### config.mk
export PLATFORM = sky130hd
export DESIGN_NAME = irq_request_priority_enable
export DESIGN_NICKNAME = d
export VERILOG_FILES = /design/src/irq_pkg.sv /design/src/irq_priority_pick.sv /design/src/irq_request_priority_enable.sv
export SDC_FILE = /design/constraint.sdc
export NUM_CORES = 1
export LEC_CHECK = 0
export BUFFER_PORTS_ARGS = -buffer_cell sky130_fd_sc_hd__clkbuf_2
export CAP_MARGIN = 10
export CORE_UTILIZATION = 50
export DETAILED_ROUTE_END_ITERATION = 12
export GPL_ROUTABILITY_DRIVEN = 0
export GPL_TIMING_DRIVEN = 0
export PLACE_DENSITY = 0.77
export SKIP_CTS_REPAIR_TIMING = 1
export SKIP_LAST_GASP = 1
export SYNTH_ARGS = -nofsm -noshare
export SYNTH_HDL_FRONTEND = slang
export SYNTH_SLANG_ARGS = --single-unit
### constraint.sdc
create_clock -name sys_clk -period 38.2 [get_ports sys_clk]
set_clock_uncertainty 0.05 [all_clocks]
set_input_delay 3.82 -clock sys_clk [delete_from_list [all_inputs] [get_ports sys_clk]]
set_output_delay 3.82 -clock sys_clk [all_outputs]
set_load 0.01 [all_outputs]
### src/irq_pkg.sv
// Constants, types and decode helpers for the interrupt request and priority block
// What this block does
// - A presented third-bank source sets its bit in the third request register.
// - With global enable set, latched requests are forwarded to the core as vectors.
// - With global enable clear, no vector is raised; the core polls the register.
// - Multi-channel timer request sits at bit 6 of the third request register.
// - Second serial port receive at bit 5, transmit at bit 4.
// - Port C pins 0 to 3 sit at bits 0 to 3, same index.
// - First bank: high/low enable pair gives off, level 1, 2 or 3.
// - Second bank uses the same pair encoding at each bit position.
// - First-bank high enables: timers 2,1,0, serial 0 rx, tx, two-wire, sync serial, converter.
// - First-bank low enables use the same source order as the high enables.
// - Second-bank high enables: pin7/detect, pin6/cmp0, pin5/cmp1, shared pins 4-1, pin 0.
// - Second-bank low enables share the per-bit assignment of the high enables.
// - A source-select setting picks port A or port D for shared positions.
// - Acknowledging a vector clears that source's request bit automatically.
// - A software-written one raises a vectored request; only a hardware set raises the new-request event.
package irq_pkg;

  localparam int DATA_W = 8;
  localparam int REG_IDX_W = 12;
  localparam int NUM_SOURCES = 24;
  localparam int SRC_W = 5;

  // Register indices; byte address is four times the index
  localparam logic [11:0] IDX_BANK0_PRIO_HIGH = 12'hFC1;
  localparam logic [11:0] IDX_BANK0_PRIO_LOW = 12'hFC2;
  localparam logic [11:0] IDX_BANK1_PRIO_HIGH = 12'hFC4;
  localparam logic [11:0] IDX_BANK1_PRIO_LOW = 12'hFC5;
  localparam logic [11:0] IDX_BANK2_REQUEST = 12'hFC6;
  localparam logic [11:0] IDX_SHARED_SELECT = 12'hFCE;
  localparam logic [11:0] IDX_GLOBAL_CTRL = 12'hFD0;
  localparam logic [11:0] IDX_EVENT_STATUS = 12'hFD1;
  localparam logic [11:0] IDX_EVENT_MASK = 12'hFD2;

  localparam logic [7:0] RESET_VALUE = 8'h00;

  // Third request register layout
  localparam int BIT_RESERVED = 7;
  localparam int BIT_MCT = 6;
  localparam int BIT_SERIAL1_RX = 5;
  localparam int BIT_SERIAL1_TX = 4;
  localparam int BIT_PORTC_LSB = 0;
  localparam logic [7:0] BANK2_WRITABLE = 8'h7F;

  // Shared select layout: bit 0 is reserved, pin 0 is always port A
  localparam logic [7:0] SHARED_WRITABLE = 8'hFE;

  // Own control and event bits
  localparam int CTRL_GLOBAL_EN = 0;
  localparam int EV_NEW_REQUEST = 0;
  localparam int EV_VECTOR_ACK = 1;
  localparam logic [7:0] EV_WRITABLE = 8'h03;

  // Quiet cycles after an acknowledge so external latches can clear
  localparam logic [1:0] ACK_HOLDOFF_CYCLES = 2'd2;

  typedef enum logic [1:0] {
    LVL_OFF = 2'b00,
    LVL_LOW = 2'b01,
    LVL_NOMINAL = 2'b10,
    LVL_HIGH = 2'b11
  } prio_level_t;

  typedef enum logic [2:0] {
    VS_IDLE = 3'b001,
    VS_PRESENT = 3'b010,
    VS_HOLDOFF = 3'b100
  } vec_state_t;

  function automatic prio_level_t prio_level(input logic high, input logic low);
    return prio_level_t'({high, low});
  endfunction

endpackage

### src/irq_priority_pick.sv
// Picks the highest enabled pending source; ties go to the lowest index
`timescale 1ns/1ps
`default_nettype none
module irq_priority_pick #(
  parameter int N = 24,
  parameter int IDX_W = 5
) (
  // Candidates
  input wire logic [N-1:0] pending,
  input wire logic [2*N-1:0] levels,
  // Winner
  output logic found,
  output logic [IDX_W-1:0] win_idx,
  output logic [1:0] win_level
);
  import irq_pkg::*;

  if (N < 2 || (1 << IDX_W) < N) begin : g_bad_size
    $error("irq_priority_pick: N and IDX_W do not fit");
  end

  always_comb begin
    found = 1'b0;
    win_idx = '0;
    win_level = LVL_OFF;
    for (int i = 0; i < N; i++) begin
      // Disabled sources never win, strict compare keeps lower index on ties
      if (pending[i] && levels[2*i +: 2] != LVL_OFF && levels[2*i +: 2] > win_level) begin
        found = 1'b1;
        win_idx = IDX_W'(i);
        win_level = levels[2*i +: 2];
      end
    end
  end

endmodule
`default_nettype wire

### src/irq_request_priority_enable.sv
// Third request bank, first and second bank priority enables, vector presentation
`timescale 1ns/1ps
`default_nettype none
module irq_request_priority_enable #(
  parameter int ADDR_W = 14
) (
  // Clock and reset
  input wire logic sys_clk,
  input wire logic sys_rst,
  // Wishbone slave
  input wire logic cyc_i,
  input wire logic stb_i,
  input wire logic we_i,
  input wire logic [ADDR_W-1:0] adr_i,
  input wire logic [3:0] sel_i,
  input wire logic [31:0] dat_i,
  output logic [31:0] dat_o,
  output logic ack_o,
  // Third-bank sources
  input wire logic multichannel_timer_request,
  input wire logic serial1_receive_request,
  input wire logic serial1_transmit_request,
  input wire logic [3:0] portc_pin_request,
  // Third-bank enables held outside this block
  input wire logic [irq_pkg::DATA_W-1:0] bank2_enable_high,
  input wire logic [irq_pkg::DATA_W-1:0] bank2_enable_low,
  // First and second request latches held outside this block
  input wire logic [irq_pkg::DATA_W-1:0] bank0_request_latch,
  input wire logic [irq_pkg::DATA_W-1:0] bank1_request_latch,
  output logic [irq_pkg::DATA_W-1:0] bank0_ack_clear,
  output logic [irq_pkg::DATA_W-1:0] bank1_ack_clear,
  // Second-bank shared sources
  input wire logic [7:0] porta_pin_request,
  input wire logic [4:1] portd_pin_request,
  input wire logic low_voltage_detect,
  input wire logic comparator0_request,
  input wire logic comparator1_request,
  output logic [irq_pkg::DATA_W-1:0] bank1_source_request,
  // Vectored request to the core
  output logic vec_req,
  output logic [irq_pkg::SRC_W-1:0] vec_source,
  output logic [1:0] vec_level,
  input wire logic vec_ack,
  // Level interrupt
  output logic irq
);
  import irq_pkg::*;

  if (ADDR_W < REG_IDX_W + 2 || ADDR_W > 32) begin : g_bad_addr
    $error("irq_request_priority_enable: ADDR_W must be 14 to 32");
  end

  logic [DATA_W-1:0] bank0_prio_high_q;
  logic [DATA_W-1:0] bank0_prio_low_q;
  logic [DATA_W-1:0] bank1_prio_high_q;
  logic [DATA_W-1:0] bank1_prio_low_q;
  logic [DATA_W-1:0] bank2_request_latch_q;
  logic [DATA_W-1:0] bank2_request_latch_d;
  logic [DATA_W-1:0] shared_source_select_q;
  logic [DATA_W-1:0] global_ctrl_q;
  logic [DATA_W-1:0] event_status_q;
  logic [DATA_W-1:0] event_mask_q;
  logic [DATA_W-1:0] bank2_hw_set;
  logic [DATA_W-1:0] bank2_ack_clr;
  logic [DATA_W-1:0] bank1_source_d;
  logic [4:1] shared_pick;
  logic ack_q;
  logic [31:0] dat_q;
  logic bus_req;
  logic wr_now;
  logic [REG_IDX_W-1:0] reg_idx;
  logic [DATA_W-1:0] wr_byte;
  logic [DATA_W-1:0] rd_byte;
  logic global_en;
  vec_state_t state_q;
  vec_state_t state_d;
  logic [SRC_W-1:0] vec_source_q;
  logic [1:0] vec_level_q;
  logic [1:0] holdoff_q;
  logic [NUM_SOURCES-1:0] all_pending;
  logic [2*NUM_SOURCES-1:0] all_levels;
  logic pick_found;
  logic [SRC_W-1:0] pick_idx;
  logic [1:0] pick_level;
  logic ack_taken;
  logic new_request_event;

  // Bus decode
  assign bus_req = cyc_i && stb_i;
  // Write lands at the edge where the master sees ack
  assign wr_now = bus_req && we_i && ack_q && sel_i[0];
  assign reg_idx = adr_i[REG_IDX_W+1:2];
  assign wr_byte = dat_i[DATA_W-1:0];
  assign global_en = global_ctrl_q[CTRL_GLOBAL_EN];

  function automatic logic hits(input logic [REG_IDX_W-1:0] idx,
                                input logic [ADDR_W-1:0] adr);
    logic upper_zero;
    upper_zero = 1'b1;
    for (int i = REG_IDX_W + 2; i < ADDR_W; i++) begin
      if (adr[i]) begin
        upper_zero = 1'b0;
      end
    end
    return upper_zero && (adr[REG_IDX_W+1:2] == idx);
  endfunction

  always_ff @(posedge sys_clk) begin
    if (sys_rst) begin
      ack_q <= 1'b0;
    end else begin
      ack_q <= bus_req && !ack_q;
    end
  end
  assign ack_o = ack_q;

  // Read mux; unmapped indices read zero
  always_comb begin
    rd_byte = RESET_VALUE;
    if (hits(IDX_BANK0_PRIO_HIGH, adr_i)) begin
      rd_byte = bank0_prio_high_q;
    end else if (hits(IDX_BANK0_PRIO_LOW, adr_i)) begin
      rd_byte = bank0_prio_low_q;
    end else if (hits(IDX_BANK1_PRIO_HIGH, adr_i)) begin
      rd_byte = bank1_prio_high_q;
    end else if (hits(IDX_BANK1_PRIO_LOW, adr_i)) begin
      rd_byte = bank1_prio_low_q;
    end else if (hits(IDX_BANK2_REQUEST, adr_i)) begin
      rd_byte = bank2_request_latch_q;
    end else if (hits(IDX_SHARED_SELECT, adr_i)) begin
      rd_byte = shared_source_select_q;
    end else if (hits(IDX_GLOBAL_CTRL, adr_i)) begin
      rd_byte = global_ctrl_q;
    end else if (hits(IDX_EVENT_STATUS, adr_i)) begin
      rd_byte = event_status_q;
    end else if (hits(IDX_EVENT_MASK, adr_i)) begin
      rd_byte = event_mask_q;
    end
  end

  always_ff @(posedge sys_clk) begin
    if (sys_rst) begin
      dat_q <= 32'h0000_0000;
    end else if (bus_req && !ack_q && !we_i) begin
      dat_q <= {{(32-DATA_W){1'b0}}, rd_byte};
    end
  end
  assign dat_o = dat_q;

  // First-bank priority enables, bit order shared by high and low
  always_ff @(posedge sys_clk) begin
    if (sys_rst) begin
      bank0_prio_high_q <= RESET_VALUE;
      bank0_prio_low_q <= RESET_VALUE;
    end else if (wr_now) begin
      if (hits(IDX_BANK0_PRIO_HIGH, adr_i)) begin
        bank0_prio_high_q <= wr_byte;
      end
      if (hits(IDX_BANK0_PRIO_LOW, adr_i)) begin
        bank0_prio_low_q <= wr_byte;
      end
    end
  end

  // Second-bank priority enables
  always_ff @(posedge sys_clk) begin
    if (sys_rst) begin
      bank1_prio_high_q <= RESET_VALUE;
      bank1_prio_low_q <= RESET_VALUE;
    end else if (wr_now) begin
      if (hits(IDX_BANK1_PRIO_HIGH, adr_i)) begin
        bank1_prio_high_q <= wr_byte;
      end
      if (hits(IDX_BANK1_PRIO_LOW, adr_i)) begin
        bank1_prio_low_q <= wr_byte;
      end
    end
  end

  // Shared source select and global enable
  always_ff @(posedge sys_clk) begin
    if (sys_rst) begin
      shared_source_select_q <= RESET_VALUE;
      global_ctrl_q <= RESET_VALUE;
    end else if (wr_now) begin
      if (hits(IDX_SHARED_SELECT, adr_i)) begin
        shared_source_select_q <= wr_byte & SHARED_WRITABLE;
      end
      if (hits(IDX_GLOBAL_CTRL, adr_i)) begin
        global_ctrl_q <= wr_byte & (8'h01 << CTRL_GLOBAL_EN);
      end
    end
  end

  // Second-bank source steering, registered toward the external latch
  always_comb begin
    bank1_source_d = RESET_VALUE;
    bank1_source_d[0] = porta_pin_request[0];
    bank1_source_d[4:1] = shared_pick;
    bank1_source_d[7] = shared_source_select_q[7] ? low_voltage_detect
                                                  : porta_pin_request[7];
    bank1_source_d[6] = shared_source_select_q[6] ? comparator0_request
                                                  : porta_pin_request[6];
    bank1_source_d[5] = shared_source_select_q[5] ? comparator1_request
                                                  : porta_pin_request[5];
  end

  genvar g;
  generate
    for (g = 1; g <= 4; g++) begin : g_shared_pin
      assign shared_pick[g] = shared_source_select_q[g] ? portd_pin_request[g]
                                                        : porta_pin_request[g];
    end
  endgenerate

  // One process drives the whole steered byte
  always_ff @(posedge sys_clk) begin
    if (sys_rst) begin
      bank1_source_request <= RESET_VALUE;
    end else begin
      bank1_source_request <= bank1_source_d;
    end
  end

  // Third-bank request latch
  always_comb begin
    bank2_hw_set = RESET_VALUE;
    bank2_hw_set[BIT_MCT] = multichannel_timer_request;
    bank2_hw_set[BIT_SERIAL1_RX] = serial1_receive_request;
    bank2_hw_set[BIT_SERIAL1_TX] = serial1_transmit_request;
    bank2_hw_set[BIT_PORTC_LSB +: 4] = portc_pin_request;
  end

  always_comb begin
    bank2_ack_clr = RESET_VALUE;
    if (ack_taken && vec_source_q >= SRC_W'(2 * DATA_W)) begin
      bank2_ack_clr[vec_source_q[2:0]] = 1'b1;
    end
  end

  // Software write keeps its value, hardware set wins over any clear
  always_comb begin
    bank2_request_latch_d = bank2_request_latch_q & ~bank2_ack_clr;
    if (wr_now && hits(IDX_BANK2_REQUEST, adr_i)) begin
      bank2_request_latch_d = wr_byte;
    end
    bank2_request_latch_d = (bank2_request_latch_d | bank2_hw_set) & BANK2_WRITABLE;
  end

  always_ff @(posedge sys_clk) begin
    if (sys_rst) begin
      bank2_request_latch_q <= RESET_VALUE;
    end else begin
      bank2_request_latch_q <= bank2_request_latch_d;
    end
  end

  // Candidate vectors, index is bank times eight plus bit
  generate
    for (g = 0; g < DATA_W; g++) begin : g_levels
      assign all_levels[2*g +: 2] = prio_level(bank0_prio_high_q[g],
                                               bank0_prio_low_q[g]);
      assign all_levels[2*(g+DATA_W) +: 2] = prio_level(bank1_prio_high_q[g],
                                                        bank1_prio_low_q[g]);
      assign all_levels[2*(g+2*DATA_W) +: 2] = prio_level(bank2_enable_high[g],
                                                          bank2_enable_low[g]);
    end
  endgenerate

  assign all_pending = {bank2_request_latch_q, bank1_request_latch, bank0_request_latch};

  irq_priority_pick #(
    .N(NUM_SOURCES),
    .IDX_W(SRC_W)
  ) u_pick (
    .pending(all_pending),
    .levels(all_levels),
    .found(pick_found),
    .win_idx(pick_idx),
    .win_level(pick_level)
  );

  // Vector presentation
  // An acknowledge counts only while the vector is actually shown
  assign ack_taken = (state_q == VS_PRESENT) && global_en && vec_ack;

  always_comb begin
    state_d = state_q;
    case (state_q)
      VS_IDLE: begin
        if (global_en && pick_found) begin
          state_d = VS_PRESENT;
        end
      end
      VS_PRESENT: begin
        if (ack_taken) begin
          state_d = VS_HOLDOFF;
        end else if (!global_en || !pick_found) begin
          state_d = VS_IDLE;
        end
      end
      VS_HOLDOFF: begin
        if (holdoff_q == 2'd1) begin
          state_d = VS_IDLE;
        end
      end
      default: begin
        state_d = VS_IDLE;
      end
    endcase
  end

  always_ff @(posedge sys_clk) begin
    if (sys_rst) begin
      state_q <= VS_IDLE;
    end else begin
      state_q <= state_d;
    end
  end

  always_ff @(posedge sys_clk) begin
    if (sys_rst) begin
      holdoff_q <= 2'd0;
    end else if (ack_taken) begin
      holdoff_q <= ACK_HOLDOFF_CYCLES;
    end else if (holdoff_q != 2'd0) begin
      holdoff_q <= holdoff_q - 2'd1;
    end
  end

  // Follows the best candidate each cycle so a higher level preempts
  always_ff @(posedge sys_clk) begin
    if (sys_rst) begin
      vec_source_q <= '0;
      vec_level_q <= LVL_OFF;
    end else if (state_d == VS_PRESENT && !ack_taken) begin
      vec_source_q <= pick_idx;
      vec_level_q <= pick_level;
    end
  end

  assign vec_req = (state_q == VS_PRESENT) && global_en;
  assign vec_source = vec_source_q;
  assign vec_level = vec_level_q;

  // One-cycle clear pulses toward the external latches
  always_ff @(posedge sys_clk) begin
    if (sys_rst) begin
      bank0_ack_clear <= RESET_VALUE;
      bank1_ack_clear <= RESET_VALUE;
    end else begin
      bank0_ack_clear <= RESET_VALUE;
      bank1_ack_clear <= RESET_VALUE;
      if (ack_taken && vec_source_q < SRC_W'(DATA_W)) begin
        bank0_ack_clear[vec_source_q[2:0]] <= 1'b1;
      end
      if (ack_taken && vec_source_q >= SRC_W'(DATA_W)
          && vec_source_q < SRC_W'(2 * DATA_W)) begin
        bank1_ack_clear[vec_source_q[2:0]] <= 1'b1;
      end
    end
  end

  // Event status, set wins over write-one-to-clear
  assign new_request_event = |(bank2_hw_set & ~bank2_request_latch_q & BANK2_WRITABLE);

  always_ff @(posedge sys_clk) begin
    if (sys_rst) begin
      event_status_q <= RESET_VALUE;
      event_mask_q <= RESET_VALUE;
    end else begin
      if (wr_now && hits(IDX_EVENT_STATUS, adr_i)) begin
        event_status_q <= (event_status_q & ~wr_byte)
                        | ({{(DATA_W-1){1'b0}}, new_request_event} << EV_NEW_REQUEST)
                        | ({{(DATA_W-1){1'b0}}, ack_taken} << EV_VECTOR_ACK);
      end else begin
        event_status_q <= event_status_q
                        | ({{(DATA_W-1){1'b0}}, new_request_event} << EV_NEW_REQUEST)
                        | ({{(DATA_W-1){1'b0}}, ack_taken} << EV_VECTOR_ACK);
      end
      if (wr_now && hits(IDX_EVENT_MASK, adr_i)) begin
        event_mask_q <= wr_byte & EV_WRITABLE;
      end
    end
  end

  assign irq = |(event_status_q & event_mask_q);

endmodule
`default_nettype wire

==> impl_metrics.env <==
export IMPL_status="completed"
export IMPL_dp_hpwl_um=14000
export IMPL_core_area_um2=12200
export IMPL_crit_arrival_ps=33330
export IMPL_path_clk_slew_ps=70
export IMPL_drv_cap=0
export IMPL_drt_met1_wl_um=8040
export IMPL_cts_buffer_depth=2
export IMPL_grt_pass1_vias=5509
export IMPL_layoutNonFillerInstCount=1132
export IMPL_via_per_inst=5.73
export IMPL_async_reset_ff_frac=0
export IMPL_yosys_warnings=0
export IMPL_holdCritPathClass="reg -> reg"
export IMPL_syn_area_per_cell_um2=7.84
export IMPL_cts_tree="done"
export IMPL_synth_ff_latch_count=102
export IMPL_endpoint_kind="flop"
export IMPL_crit_slowest_cell="a211oi_1"
export IMPL_root_buffer="clkbuf_16"
export IMPL_clk_latency_ps=350
export IMPL_crit_type="in -> reg"
export IMPL_finalSetupTns_ps=0
export IMPL_slew_viol_final=0
export IMPL_synth_edf_count=0
export IMPL_layout_min_cycle_time_ps=33150
export IMPL_start_util=0.521
export IMPL_setup_worst_path_start_class="primary input"
export IMPL_cp_common_cell="nor2_1"
export IMPL_dr_wl_met3_um=1420
export IMPL_tightest_slew_ps=1260
export IMPL_synth_cell_type_count=79
export IMPL_postSynthCellCount=808
export IMPL_cp_max_fo=8
export IMPL_area_growth_pct=18.9
export IMPL_fp_dieW_um=115
export IMPL_grt_ovfl_total=0
export IMPL_io_pins=176
export IMPL_antenna_found_initial=0
export IMPL_rrSetupSlack_ps=8220
export IMPL_h_tree_depth=3
export IMPL_drc=0
export IMPL_max_stage_delay_ps=600
export IMPL_pwr_density_cell_nw_per_um2=31.5
export IMPL_drtAntennaViolNets=0
export IMPL_drt_wl_total_um=18000
export IMPL_rows=40
export IMPL_first_iter_violations=576
export IMPL_grt_pass1_wl_um=28100
export IMPL_cts_buffers=9
export IMPL_met2WireLength_um=8260
export IMPL_grt_max_degree=18
export IMPL_vias=6487
export IMPL_dieArea_um2=13100
export IMPL_fmax_mhz=30.2
export IMPL_rsz0062_at_grt="false"
export IMPL_final_setup_viol_count=0
export IMPL_dr_max_layer_used="met4"
export IMPL_clkSinkCount=102
export IMPL_period_share=0.868
export IMPL_ys_flop_type="dfxtp_1"
export IMPL_vdd_drop_max_mv=0.0180
export IMPL_leakagePower_nw=3.41
export IMPL_grt_use_total=0.275
export IMPL_syn_area_um2=6330
export IMPL_diodes=0
export IMPL_nNetsFinal=1093
export IMPL_seq_area_frac_synth=0.323
export IMPL_worst_ep_required_time_ps=38390
export IMPL_avgRoutedWirePerCell_um=15.9
export IMPL_place_inst=1116
export IMPL_drive_above_1_share=0.193
export IMPL_placement_io_buffers=117
export IMPL_die_h_um=115
export IMPL_hold_viol_final=0
export IMPL_drt_pass1_iter_count=6
export IMPL_relSlewSlack=0.154
[synth_stat cells, types with 9 or more instances]
master / n / share of area
mux2i_1: 52 / 0.082
and2_1: 14 / 0.014
clkbuf_1: 19 / 0.011
a211oi_1: 14 / 0.017
o21ai_0: 31 / 0.025
inv_1: 44 / 0.026
ha_1: 24 / 0.047
a21oi_1: 40 / 0.032
nand3_1: 26 / 0.021
nand2b_1: 11 / 0.011
a31oi_1: 14 / 0.014
nor2_1: 136 / 0.081
nand2_1: 84 / 0.050
a221oi_1: 9 / 0.012
nor3_1: 20 / 0.016
buf_4: 25 / 0.030
dfxtp_1: 102 / 0.32
[cell usage in the layout, fill, tap and decap left out, types with 19 or more instances in the layout]
cell and instances:
inv_1 44, mux2i_1 52, dfxtp_1 102, buf_4 25, conb_1 24, nor3_1 20
nand3_1 26, nor2_1 136, clkbuf_1 19, clkbuf_2 117, nand2_1 84, o21ai_0 31
ha_1 24, a21oi_1 40
[power by group]
| group | leakage (nW) | total, mW | internal (mW) | switching [mW] |
|---|---|---|---|---|
| clock | 0.153 | 0.0977 | 0.0552 | 0.0426 |
| sequential | 0.827 | 0.109 | 0.108 | 0.00147 |
| combinational | 2.43 | 0.0304 | 0.0126 | 0.0178 |
[cells by family (layout without fill, tap and decap cells)]
group / count (synthesis) / in the layout / synth area share
simple gates: 337 / 337 / 0.247
compound gates: 195 / 195 / 0.222
flops: 102 / 102 / 0.323
buf+inv: 92 / 225 / 0.0698
mux: 56 / 56 / 0.0899
fa+ha+maj: 25 / 25 / 0.0490
other cells: 1 / 24 / 0.000592
[worst max-delay path: cells and delay by family]
family	cells	cell delay, ps
multiplexers	6	1900
buffers and inverters	9	910
adder cells (fa/ha/maj)	22	5940
AO/OA/AOI/OAI	56	12830
AND/OR/NAND/NOR	54	7910
[final cells by class]
type | count | area [um2]
timing repair buffer | 117 | 586
inverter | 44 | 165
tap | 168 | 210
fill | 1133 | 4630
clock buffer | 11 | 253
buffer | 48 | 277
sequential | 102 | 2040
multi-input combinational | 637 | 3930
clock inverter | 5 | 63.8
[metal layers]
layer	global-route usage	vias up
li1	-	3173
met1	0.373	2989
met2	0.449	293
met3	0.0492	32
met4	0.0727	0
met5	0	-
[worst paths after layout]
check	from	endpoint	depth (start not counted)
worst min-delay path	event_status_q[3]	event_status_q[3]	2
worst max register to register	bank0_prio_high_q[0]	vec_level[0]	146
worst min register to register	event_status_q[3]	event_status_q[3]	2
worst max-delay path	bank0_request_latch[0]	vec_level[0]	147
[per-stage QoR]
step           utilization  hold slack, ps  power [mW]  cell area [um2]  setup WS, ps
5_1_grt              0.619             401       0.245             7530          2560
4_1_cts              0.619             386       0.236             7530          5260
3_5_place_dp         0.593             375       0.141             7210          5050
6_report             0.619             387       0.237             7530          5050
3_3_place_gp         0.593             369       0.141             7210          5580
2_1_floorplan            -             362       0.130             6420          8570
Note: power is estimated with default switching activity, not from simulation.
